[config.mk]
export PLATFORM = sky130hd
export DESIGN_NAME = bbfe_exec
export DESIGN_NICKNAME = d
export VERILOG_FILES = /design/src/hw/bbfe_pkg.sv /design/src/hw/bbfe_flag_if.sv /design/src/hw/bbfe_flags.sv /design/src/hw/bbfe_exec.sv
export SDC_FILE = /design/constraint.sdc
export NUM_CORES = 1
export LEC_CHECK = 0
export ABC_AREA = 1
export BUFFER_PORTS_ARGS = -buffer_cell sky130_fd_sc_hd__buf_2
export CAP_MARGIN = 15
export CELL_PAD_IN_SITES_DETAIL_PLACEMENT = 0
export CELL_PAD_IN_SITES_GLOBAL_PLACEMENT = 1
export CORE_ASPECT_RATIO = 0.9
export CORE_MARGIN = 2
export CORE_UTILIZATION = 34
export DETAILED_ROUTE_END_ITERATION = 10
export PLACE_DENSITY_LB_ADDON = 0.12
export REMOVE_ABC_BUFFERS = 1
export SLEW_MARGIN = 20
export SYNTH_ARGS = -nofsm -noshare
export SYNTH_HDL_FRONTEND = slang
export SYNTH_SLANG_ARGS = --single-unit
export TNS_END_PERCENT = 50
[constraint.sdc]
create_clock -name clk -period 1.6 [get_ports clk]
set_input_delay 0.16 -clock clk [delete_from_list [all_inputs] [get_ports clk]]
set_output_delay 0.16 -clock clk [all_outputs]
set_load 0.01 [all_outputs]
[src/hw/bbfe_pkg.sv]
// Constants and types for the branch, bit and flag execution slice.
// Assumes a single clock domain; shared by the core and its flag unit.
package bbfe_pkg;

   // Status flag positions
   localparam int unsigned FLG_C = 0;
   localparam int unsigned FLG_Z = 1;
   localparam int unsigned FLG_N = 2;
   localparam int unsigned FLG_V = 3;
   localparam int unsigned FLG_S = 4;
   localparam int unsigned FLG_H = 5;
   localparam int unsigned FLG_T = 6;
   localparam int unsigned FLG_I = 7;

   localparam int unsigned DATA_W      = 8;
   localparam int unsigned BIT_SEL_W   = 3;
   localparam int unsigned OP_W        = 5;
   localparam logic [7:0]  FLAGS_RESET = 8'h00;

   // Cycle counts per instruction class
   localparam int unsigned CYC_SINGLE    = 1;
   localparam int unsigned CYC_BR_TAKEN  = 2;
   localparam int unsigned CYC_IO_BIT    = 2;

   typedef enum logic [4:0] {
      OP_NOP                  = 5'h00,
      OP_BRANCH_SIGNED_GE     = 5'h01,
      OP_BRANCH_SIGNED_LT     = 5'h02,
      OP_BRANCH_HALF_CARRY_ONE  = 5'h03,
      OP_BRANCH_HALF_CARRY_ZERO = 5'h04,
      OP_BRANCH_TRANSFER_ONE  = 5'h05,
      OP_BRANCH_TRANSFER_ZERO = 5'h06,
      OP_BRANCH_OVERFLOW_ONE  = 5'h07,
      OP_BRANCH_OVERFLOW_ZERO = 5'h08,
      OP_BRANCH_IRQ_ON        = 5'h09,
      OP_BRANCH_IRQ_OFF       = 5'h0a,
      OP_IO_BIT_SET           = 5'h0b,
      OP_IO_BIT_CLEAR         = 5'h0c,
      OP_ROTATE_LEFT_CARRY    = 5'h0d,
      OP_ROTATE_RIGHT_CARRY   = 5'h0e,
      OP_BIT_TO_TRANSFER_FLAG = 5'h0f,
      OP_TRANSFER_FLAG_TO_BIT = 5'h10,
      OP_SIGN_FLAG_SET        = 5'h11,
      OP_SIGN_FLAG_CLEAR      = 5'h12,
      OP_OVF_FLAG_SET         = 5'h13,
      OP_OVF_FLAG_CLEAR       = 5'h14,
      OP_HALF_CARRY_SET       = 5'h15,
      OP_HALF_CARRY_CLEAR     = 5'h16
   } bbfe_op_e;

   typedef enum logic [1:0] {
      ST_IDLE = 2'b00,
      ST_HOLD = 2'b01
   } bbfe_state_e;

endpackage

[src/hw/bbfe_flag_if.sv]
// Link between the execution core and the status flag unit.
// Assumes both ends share one clock; writes are masked per flag.
`timescale 1ns/1ns
`default_nettype none
interface bbfe_flag_if;
   logic       wr_en;
   logic [7:0] wr_mask;
   logic [7:0] wr_val;
   logic [7:0] flags;

   modport core  (output wr_en, output wr_mask, output wr_val, input flags);
   modport store (input wr_en, input wr_mask, input wr_val, output flags);
endinterface
`default_nettype wire

[src/hw/bbfe_flags.sv]
// Status flag register of the execution slice.
// Assumes a synchronous active-high reset; masked bits keep their value.
`timescale 1ns/1ns
`default_nettype none
module bbfe_flags (
   // Clock and reset
   input  wire logic   clk,
   input  wire logic   reset,
   // Core side
   bbfe_flag_if.store  fl
);
   logic [7:0] flags_reg;

   always_ff @(posedge clk) begin
      if (reset) begin
         flags_reg <= bbfe_pkg::FLAGS_RESET;
      end else if (fl.wr_en) begin
         flags_reg <= (flags_reg & ~fl.wr_mask) | (fl.wr_val & fl.wr_mask);
      end
   end

   assign fl.flags = flags_reg;
endmodule
`default_nettype wire

[src/hw/bbfe_exec.sv]
// Execution core for conditional flag branches, I/O bit set and clear,
// rotates through carry, transfer-bit moves and explicit flag set/clear.
// Assumes the caller presents an instruction with its register and I/O
// operand values already read, and honours op_ready.
//
// Summary of operation
// - Signed greater-or-equal branch jumps to PC+k+1 when N xor V is 0, 1 or 2 cycles, no flags.
// - Signed less-than branch jumps to PC+k+1 when N xor V is 1, 1 or 2 cycles, no flags.
// - Half carry branches jump when H is 1 or 0 per variant, 1 or 2 cycles, no flags.
// - Transfer branches jump when T is 1 or 0 per variant, 1 or 2 cycles, no flags.
// - Overflow branches jump when V is 1 or 0 per variant, 1 or 2 cycles, no flags.
// - Interrupt branches jump when I is 1 or 0 per variant, 1 or 2 cycles, no flags.
// - I/O bit set forces the chosen bit to one, keeps the rest and the flags, in 2 cycles.
// - I/O bit clear forces the chosen bit to zero, keeps the rest and the flags, in 2 cycles.
// - Rotate left moves carry into bit 0 and bit 7 into carry, updating Z C N V in 1 cycle.
// - Rotate right moves carry into bit 7 and bit 0 into carry, updating Z C N V in 1 cycle.
// - Bit store copies the chosen register bit into T only, in 1 cycle.
// - Bit load writes T into the chosen register bit, leaving all else, in 1 cycle.
// - Dedicated single-cycle ops set or clear S and touch no other flag.
// - Dedicated single-cycle ops set or clear V and touch no other flag.
// - Dedicated single-cycle ops set or clear H and touch no other flag.
`timescale 1ns/1ns
`default_nettype none
module bbfe_exec #(
   parameter int unsigned PC_W   = 16,
   parameter int unsigned K_W    = 7,
   parameter int unsigned IOA_W  = 5
) (
   // Clock and reset
   input  wire logic                                  clk,
   input  wire logic                                  reset,
   // Instruction request
   input  wire logic                                  op_valid,
   input  wire logic [bbfe_pkg::OP_W-1:0]             op_code,
   input  wire logic [K_W-1:0]                        op_offset,
   input  wire logic [bbfe_pkg::BIT_SEL_W-1:0]        op_bit,
   input  wire logic [IOA_W-1:0]                      op_io_addr,
   input  wire logic [bbfe_pkg::DATA_W-1:0]           op_reg_data,
   input  wire logic [bbfe_pkg::DATA_W-1:0]           io_rd_data,
   output logic                                       op_ready,
   // Program counter
   output logic [PC_W-1:0]                            pc,
   // Working register write
   output logic                                       reg_wr_en,
   output logic [bbfe_pkg::DATA_W-1:0]                reg_wr_data,
   // I/O register write
   output logic                                       io_wr_en,
   output logic [IOA_W-1:0]                           io_wr_addr,
   output logic [bbfe_pkg::DATA_W-1:0]                io_wr_data,
   // Status flags
   output logic [7:0]                                 status_flags
);

   bbfe_flag_if fl ();

   bbfe_flags u_flags (
      .clk   (clk),
      .reset (reset),
      .fl    (fl)
   );

   bbfe_pkg::bbfe_state_e state_reg;
   bbfe_pkg::bbfe_op_e    op;
   logic                  accept;
   logic                  is_branch;
   logic                  taken;
   logic [PC_W-1:0]       pc_reg;
   logic [PC_W-1:0]       pc_next;
   logic [PC_W-1:0]       offset_ext;
   logic                  op_ready_reg;
   logic                  reg_wr_en_reg;
   logic [7:0]            reg_wr_data_reg;
   logic [7:0]            reg_wr_data_next;
   logic                  reg_wr_next;
   logic                  io_wr_en_reg;
   logic [IOA_W-1:0]      io_wr_addr_reg;
   logic [7:0]            io_wr_data_reg;
   logic [7:0]            fl_mask;
   logic [7:0]            fl_val;
   logic [7:0]            rot;
   logic                  rot_c;

   // Condition of a flag branch, taken from the flags before this op
   function automatic logic branch_cond(input bbfe_pkg::bbfe_op_e o, input logic [7:0] f);
      logic sv;
      sv = f[bbfe_pkg::FLG_N] ^ f[bbfe_pkg::FLG_V];
      case (o)
         bbfe_pkg::OP_BRANCH_SIGNED_GE:       branch_cond = ~sv;
         bbfe_pkg::OP_BRANCH_SIGNED_LT:       branch_cond = sv;
         bbfe_pkg::OP_BRANCH_HALF_CARRY_ONE:  branch_cond = f[bbfe_pkg::FLG_H];
         bbfe_pkg::OP_BRANCH_HALF_CARRY_ZERO: branch_cond = ~f[bbfe_pkg::FLG_H];
         bbfe_pkg::OP_BRANCH_TRANSFER_ONE:    branch_cond = f[bbfe_pkg::FLG_T];
         bbfe_pkg::OP_BRANCH_TRANSFER_ZERO:   branch_cond = ~f[bbfe_pkg::FLG_T];
         bbfe_pkg::OP_BRANCH_OVERFLOW_ONE:    branch_cond = f[bbfe_pkg::FLG_V];
         bbfe_pkg::OP_BRANCH_OVERFLOW_ZERO:   branch_cond = ~f[bbfe_pkg::FLG_V];
         bbfe_pkg::OP_BRANCH_IRQ_ON:          branch_cond = f[bbfe_pkg::FLG_I];
         bbfe_pkg::OP_BRANCH_IRQ_OFF:         branch_cond = ~f[bbfe_pkg::FLG_I];
         default:                             branch_cond = 1'b0;
      endcase
   endfunction

   // One-hot mask of a selected bit
   function automatic logic [7:0] bit_mask(input logic [2:0] b);
      bit_mask = 8'h01 << b;
   endfunction

   assign op        = bbfe_pkg::bbfe_op_e'(op_code);
   assign accept    = op_valid && op_ready_reg;
   assign is_branch = (op >= bbfe_pkg::OP_BRANCH_SIGNED_GE) &&
                      (op <= bbfe_pkg::OP_BRANCH_IRQ_OFF);
   assign taken     = is_branch && branch_cond(op, fl.flags);

   // Sign extension lets a branch reach backwards as well as forwards
   assign offset_ext = {{(PC_W-K_W){op_offset[K_W-1]}}, op_offset};
   assign pc_next    = taken ? pc_reg + offset_ext + PC_W'(1) : pc_reg + PC_W'(1);

   // Rotate result and carry out
   always_comb begin
      if (op == bbfe_pkg::OP_ROTATE_LEFT_CARRY) begin
         rot   = {op_reg_data[6:0], fl.flags[bbfe_pkg::FLG_C]};
         rot_c = op_reg_data[7];
      end else begin
         rot   = {fl.flags[bbfe_pkg::FLG_C], op_reg_data[7:1]};
         rot_c = op_reg_data[0];
      end
   end

   // Flag update and register result per opcode
   always_comb begin
      fl_mask          = 8'h00;
      fl_val           = 8'h00;
      reg_wr_next      = 1'b0;
      reg_wr_data_next = op_reg_data;
      case (op)
         bbfe_pkg::OP_ROTATE_LEFT_CARRY,
         bbfe_pkg::OP_ROTATE_RIGHT_CARRY: begin
            // Only Z, C, N and V move; S is left to its own instructions
            fl_mask = bit_mask(3'(bbfe_pkg::FLG_Z)) | bit_mask(3'(bbfe_pkg::FLG_C)) |
                      bit_mask(3'(bbfe_pkg::FLG_N)) | bit_mask(3'(bbfe_pkg::FLG_V));
            fl_val[bbfe_pkg::FLG_Z] = (rot == 8'h00);
            fl_val[bbfe_pkg::FLG_C] = rot_c;
            fl_val[bbfe_pkg::FLG_N] = rot[7];
            fl_val[bbfe_pkg::FLG_V] = rot[7] ^ rot_c;
            reg_wr_next      = 1'b1;
            reg_wr_data_next = rot;
         end
         bbfe_pkg::OP_BIT_TO_TRANSFER_FLAG: begin
            fl_mask = bit_mask(3'(bbfe_pkg::FLG_T));
            fl_val[bbfe_pkg::FLG_T] = op_reg_data[op_bit];
         end
         bbfe_pkg::OP_TRANSFER_FLAG_TO_BIT: begin
            reg_wr_next      = 1'b1;
            reg_wr_data_next = fl.flags[bbfe_pkg::FLG_T] ? (op_reg_data | bit_mask(op_bit))
                                                         : (op_reg_data & ~bit_mask(op_bit));
         end
         bbfe_pkg::OP_SIGN_FLAG_SET: begin
            fl_mask = bit_mask(3'(bbfe_pkg::FLG_S));
            fl_val  = bit_mask(3'(bbfe_pkg::FLG_S));
         end
         bbfe_pkg::OP_SIGN_FLAG_CLEAR: begin
            fl_mask = bit_mask(3'(bbfe_pkg::FLG_S));
         end
         bbfe_pkg::OP_OVF_FLAG_SET: begin
            fl_mask = bit_mask(3'(bbfe_pkg::FLG_V));
            fl_val  = bit_mask(3'(bbfe_pkg::FLG_V));
         end
         bbfe_pkg::OP_OVF_FLAG_CLEAR: begin
            fl_mask = bit_mask(3'(bbfe_pkg::FLG_V));
         end
         bbfe_pkg::OP_HALF_CARRY_SET: begin
            fl_mask = bit_mask(3'(bbfe_pkg::FLG_H));
            fl_val  = bit_mask(3'(bbfe_pkg::FLG_H));
         end
         bbfe_pkg::OP_HALF_CARRY_CLEAR: begin
            fl_mask = bit_mask(3'(bbfe_pkg::FLG_H));
         end
         default: begin
            fl_mask = 8'h00;
         end
      endcase
   end

   // Branches and I/O bit ops never reach this write port
   assign fl.wr_en   = accept && (fl_mask != 8'h00);
   assign fl.wr_mask = fl_mask;
   assign fl.wr_val  = fl_val;

   // Program counter
   always_ff @(posedge clk) begin
      if (reset) begin
         pc_reg <= '0;
      end else if (accept) begin
         pc_reg <= pc_next;
      end
   end

   // Second cycle of a taken branch or an I/O bit op holds off the next op
   always_ff @(posedge clk) begin
      if (reset) begin
         state_reg    <= bbfe_pkg::ST_IDLE;
         op_ready_reg <= 1'b1;
      end else begin
         case (state_reg)
            bbfe_pkg::ST_IDLE: begin
               if (accept && (taken || op == bbfe_pkg::OP_IO_BIT_SET ||
                              op == bbfe_pkg::OP_IO_BIT_CLEAR)) begin
                  state_reg    <= bbfe_pkg::ST_HOLD;
                  op_ready_reg <= 1'b0;
               end
            end
            bbfe_pkg::ST_HOLD: begin
               state_reg    <= bbfe_pkg::ST_IDLE;
               op_ready_reg <= 1'b1;
            end
            default: begin
               state_reg    <= bbfe_pkg::ST_IDLE;
               op_ready_reg <= 1'b1;
            end
         endcase
      end
   end

   // I/O read-modify-write; the write lands in the op's second cycle
   always_ff @(posedge clk) begin
      if (reset) begin
         io_wr_en_reg   <= 1'b0;
         io_wr_addr_reg <= '0;
         io_wr_data_reg <= 8'h00;
      end else begin
         io_wr_en_reg <= accept && (op == bbfe_pkg::OP_IO_BIT_SET ||
                                    op == bbfe_pkg::OP_IO_BIT_CLEAR);
         if (accept && op == bbfe_pkg::OP_IO_BIT_SET) begin
            io_wr_addr_reg <= op_io_addr;
            io_wr_data_reg <= io_rd_data | bit_mask(op_bit);
         end else if (accept && op == bbfe_pkg::OP_IO_BIT_CLEAR) begin
            io_wr_addr_reg <= op_io_addr;
            io_wr_data_reg <= io_rd_data & ~bit_mask(op_bit);
         end
      end
   end

   // Working register write-back
   always_ff @(posedge clk) begin
      if (reset) begin
         reg_wr_en_reg   <= 1'b0;
         reg_wr_data_reg <= 8'h00;
      end else begin
         reg_wr_en_reg <= accept && reg_wr_next;
         if (accept && reg_wr_next) begin
            reg_wr_data_reg <= reg_wr_data_next;
         end
      end
   end

   assign op_ready     = op_ready_reg;
   assign pc           = pc_reg;
   assign reg_wr_en    = reg_wr_en_reg;
   assign reg_wr_data  = reg_wr_data_reg;
   assign io_wr_en     = io_wr_en_reg;
   assign io_wr_addr   = io_wr_addr_reg;
   assign io_wr_data   = io_wr_data_reg;
   assign status_flags = fl.flags;

endmodule
`default_nettype wire

* Word-level counts from Yosys, hierarchy flattened *
Cells that the tools add are included.

word-level totals
  output and inout bits = 48
  flip-flop bits (word level) = 49
  input port bits = 39

operators by class
  reductions and logical operators = 22
  eq/ne operators = 22
  add/subtract/negate cells = 3
  shift-type cells = 1
  mux-type cells = 17
  magnitude comparators = 3
  bitwise logic cells = 17

operators with widths
  kind                                             number
  == test 5 x 4 -> 1 bit, second input constant    8
  == test 5 bit, second input constant             7
  case mux 7 bit (5 select lines)                  1
  adder 16 x 1 -> 16 bit, second input constant    2
  2-to-1 mux 8 bit                                 4
  bitwise AND 8 bit                                3
  OR 8 bit                                         3
  == test 5 x 3 -> 1 bit, second input constant    4
  adder 16 bit                                     1
  2-to-1 mux 16 bit                                1
  case mux 8 bit (2 select lines)                  1
  == test 5 x 2 -> 1 bit, second input constant    2
  2-to-1 mux 5 bit                                 2
  case mux 1 bit (10 select lines)                 1
  OR reduction 2 bit                               5
  logical AND 1 bit                                9
  zero test 8 bit                                  1
  inverter 7 -> 8 bit                              1
  inverter 8 bit                                   1
  case mux 4 bit (2 select lines)                  1
  nonzero test 8 bit                               1
  left shift 1 x 3 -> 8 bit, first input constant  1
  bitwise AND 7 bit                                1
  inverter 1 bit                                   6
  12 further kinds                                 18

* Longest topological paths before layout *
  depth after elaboration = 7
  depth in mapped cells = 15
  depth with buffers taken out = 15

* Modules after synthesis *
A second synthesis with hierarchy kept.

second synthesis, totals
  cells, all modules = 692
  area total of the unflattened synthesis = 4147.7 µm²

by module, submodules not included
  module      area an instance (µm²)  cells an instance  instances
  bbfe_exec   3787.4                  634                1
  bbfe_flags  360.3                   58                 1

* Worst setup path before layout *
Ideal clock, no wire load.

  path kind = register -> register
  from = reg pc_reg[0] (netlist: pc[0])
  to = reg pc_reg[8] (netlist: pc[8])
  clock period less this slack = 1.832 ns
  slack = -0.232 ns
  cell stages (with the launch flop) = 14
  arrival = 1.777 ns
  setup time = 0.056 ns
  cell sequence = dfxtp_1 > inv_1 > ha_1 > fa_1 > inv_1 > nand3_1 > nand3_1 > nand2_1 > nand2_1 > xor2_1 > nand2_1 > nand3_1 > nand2_1 > inv_1

on the way
  cells in the longest elaborated chain, start to end = 3

RTL lines
  element                   line              source
  start: declaration        bbfe_exec.sv:67   logic [PC_W-1:0] pc_reg;
  start signal: assignment  bbfe_exec.sv:193  pc_reg <= pc_next;
  adder 16 bit              bbfe_exec.sv:115  assign pc_next = taken ? pc_reg + offset_ext + PC_W'(1) : pc_reg + PC_W'(1);
  adder 16 x 1 -> 16 bit    bbfe_exec.sv:115
  2-to-1 mux 16 bit *       bbfe_exec.sv:115

Mark *: on every way between the ends. The rest lies on a longest branch, timed or not.
A chain may end at the register's enable or synchronous reset.

* Worst setup path after layout *
Ends and elaborated chain as after synthesis.

==> results.md <==
- Status: complete, but fails checks
- Failing checks: setup timing
- Worst path cell trace: inv_2 -> ha_4 -> fa_2 -> inv_2 -> nand3_2 -> nand3_4 -> nand2_1 -> nand2_1 -> xor2_1 -> nand2_1 -> nand3_1 -> nand2_1 -> inv_1
- Finished Layout Cells: 950
- Post-synth EDFFs: 0
- Critical path's largest stage delay: 0.35 ns
- Layout cells sized above 1: 30.60%
- Top FF cell, synth: dfxtp_1
- Most used cell, CP: nand2_1
- Die X: 116.8 um
- Max IR drop VDD: 0.0003568 V
- Largest net degree at the start of global routing: 30
- Netlist area before placement: 3894 um2
- Max-cap violations: 0
- DR iter-0 viols: 288
- Top cell type by total area after synthesis: dfxtp_1
- Row count: 37
- First-pass GRT wire length: 20310 um
- Fraction of the cycle the final worst path needs: 102.5%
- Via/cell ratio: 4.762
- Io pins: 87
- DR vias: 4524
- H-tree level count: 2
- Hold-fix buffer count after cts: 0
- Antenna diodes: 0
- Die area: 12330 um2
- RSZ-0062 raised after global routing: yes
- Final Hold Viols: 0
- CP max FO: 3
- Fin crit period: 1.640 ns
- Setup TNS: -0.1176 ns
- Crit. End Element: flop
- Die H: 105.5 um
- Placer Congestion: 0.8992
- CTS Sinks: 48
- Delay-heaviest family, CP: adder cells
- WL/cell: 13.36 um
- CP bufs+invs: 3
- Sequential area share after synthesis: 24.68%
- Drt pass-1 iters: 4
- Flop and latch count out of synthesis: 48
- CTS tree: yes
- Root buf cell: clkbuf_16
- Startpoint Class: flop
- Ys async rst share: 0%
- Fmax: 609.9 MHz
- Post-Syn Instances: 663
- CP max-delay cell: fa_2
- Area overhead of the layout relative to synthesis: 38.11%
- Total grt overflow: 0
- WP data required: 1.84 ns
- PD cells: 712.3 nW/um2
- Total GRT Usage: 20.69%
- Hold WS: 0.09084 ns
- Setup violators final: 4
- Synth top cells by count: nand2_1, inv_1, nor2_1
- Syn avg cell area: 5.873 um2
- Crit path DAT: 1.88 ns
- Initial antenna violation count: 0
- Clk buf depth: 2
- HP Class: input pin to flop
- Most frequent cell after synthesis: nand2_1
- Skew-Pair Late Insertion Delay: 0.29 ns
- P_leak: 2.777 nW
- Setup WS post-layout: -0.03950 ns
- Dpl hpwl: 9821 um
- Detail Route Antenna Nets: 0
- Initial Utilization: 34.47%
- Vias in the first global route: 4155
- Detailed Route WL: 12690 um
- Dpl cells: 939
- DRC: 0
- Synth area leaders: dfxtp_1, nand2_1, inv_1
- CTS Buf Count: 5
- Skew final: 0.006536 ns
- Core box area: 11300 um2
- Layout Nets: 849
- Share of the synthesized area in the top cell type: 24.68%
- Clock slew at reported path FFs: 0.07 ns
- Ys Warns: 0
- Crit Path Category: flop to flop
- Distinct cells, synth: 36
- IO buf count: 85
- Final Slew Violations: 0
final timing paths:
| kind | startpoint | to | slack, ns | cells after the start |
|---|---|---|---|---|
| worst max-delay path | pc[0]$_SDFFE_PP0P_ | pc[8]$_SDFFE_PP0P_ | -0.04 | 13 |
| worst min-delay path | op_io_addr[2] | io_wr_addr[2]$_SDFFE_PP0P_ | 0.09 | 3 |
| worst max register to register | pc[0]$_SDFFE_PP0P_ | pc[8]$_SDFFE_PP0P_ | -0.04 | 13 |
| worst min register to register | state_reg[0]$_SDFFE_PP0P_ | op_ready$_SDFFE_PP1P_ | 0.44 | 2 |
cell type report:
cell class	count	area, um2
fill	1246	5918
multi-input combinational	495	2739
sequential	48	982.2
timing repair buffer	141	898.4
inverter	102	385.4
tap	156	195.2
clock buffer	6	138.9
clock inverter	2	38.79
layout by cell type, fill, tap and decap left out, drive strengths merged:
master / count
nor2: 88
a211oi: 1
fa: 1
bufinv: 1
o21bai: 1
and2: 2
xor2: 12
o22a: 1
inv: 102
ha: 16
nor3: 2
a31oi: 2
nand2: 186
xnor2: 3
a21boi: 1
conb: 1
clkinv: 1
clkbuf: 7
nand3b: 4
o211ai: 4
dfxtp: 48
o22ai: 3
o221ai: 2
a21oi: 50
buf: 140
nand4: 4
o21ai: 61
nand3: 50
what timing repair did:
action,CTS,global route
gates cloned,0,0
pin swaps,4,18
buffers inserted,0,3
endpoints found under the setup margin,11,18
resized for setup,18,58
worst min-delay path: stages:
cell	delay [ns]
buf_2	0.07
nor2_1	0.03
nor2_1	0.08
power breakdown:
group / internal [mW] / switching [mW] / leakage (nW)
Clock: 0.784 / 0.486 / 0.0871
Sequential: 1.25 / 0.0490 / 0.396
Combinational: 0.551 / 0.706 / 2.29
metrics by stage:
step / power, mW / setup slack, ns / instance area (um2) / util [%]
floorplan: 1.944 / -0.5189 / 3789 / -
global placement: 2.430 / -0.2116 / 4857 / 43.00
detailed placement: 2.439 / -0.2375 / 4857 / 43.00
CTS: 3.779 / -0.06278 / 5145 / 45.55
global route: 4.081 / -0.1817 / 5378 / 47.61
finish: 3.830 / -0.03950 / 5378 / 47.61
metal layers:
metal,GRT usage (%),part of all wire [%],routed length (um),vias up
met5,0,0,0,-
met4,2.689,0.24,30,0
li1,-,-,-,2372
met1,31.06,51,6428,2051
met3,2.818,4.3,545,2
met2,32.20,45,5689,99
kinds of logic (layout without fill, tap and decap cells):
logic type,after synthesis,count (layout),synth area share [%]
adder cells (fa/ha/maj),17,17,5.655
XOR/XNOR,15,15,3.374
AO/OA/AOI/OAI,126,126,17.48
flip-flops,48,48,24.68
other,1,1,0.09631
buffers and inverters,120,251,12.60
AND/OR/NAND/NOR,336,336,36.12
Power figures use the tool's default switching activity.
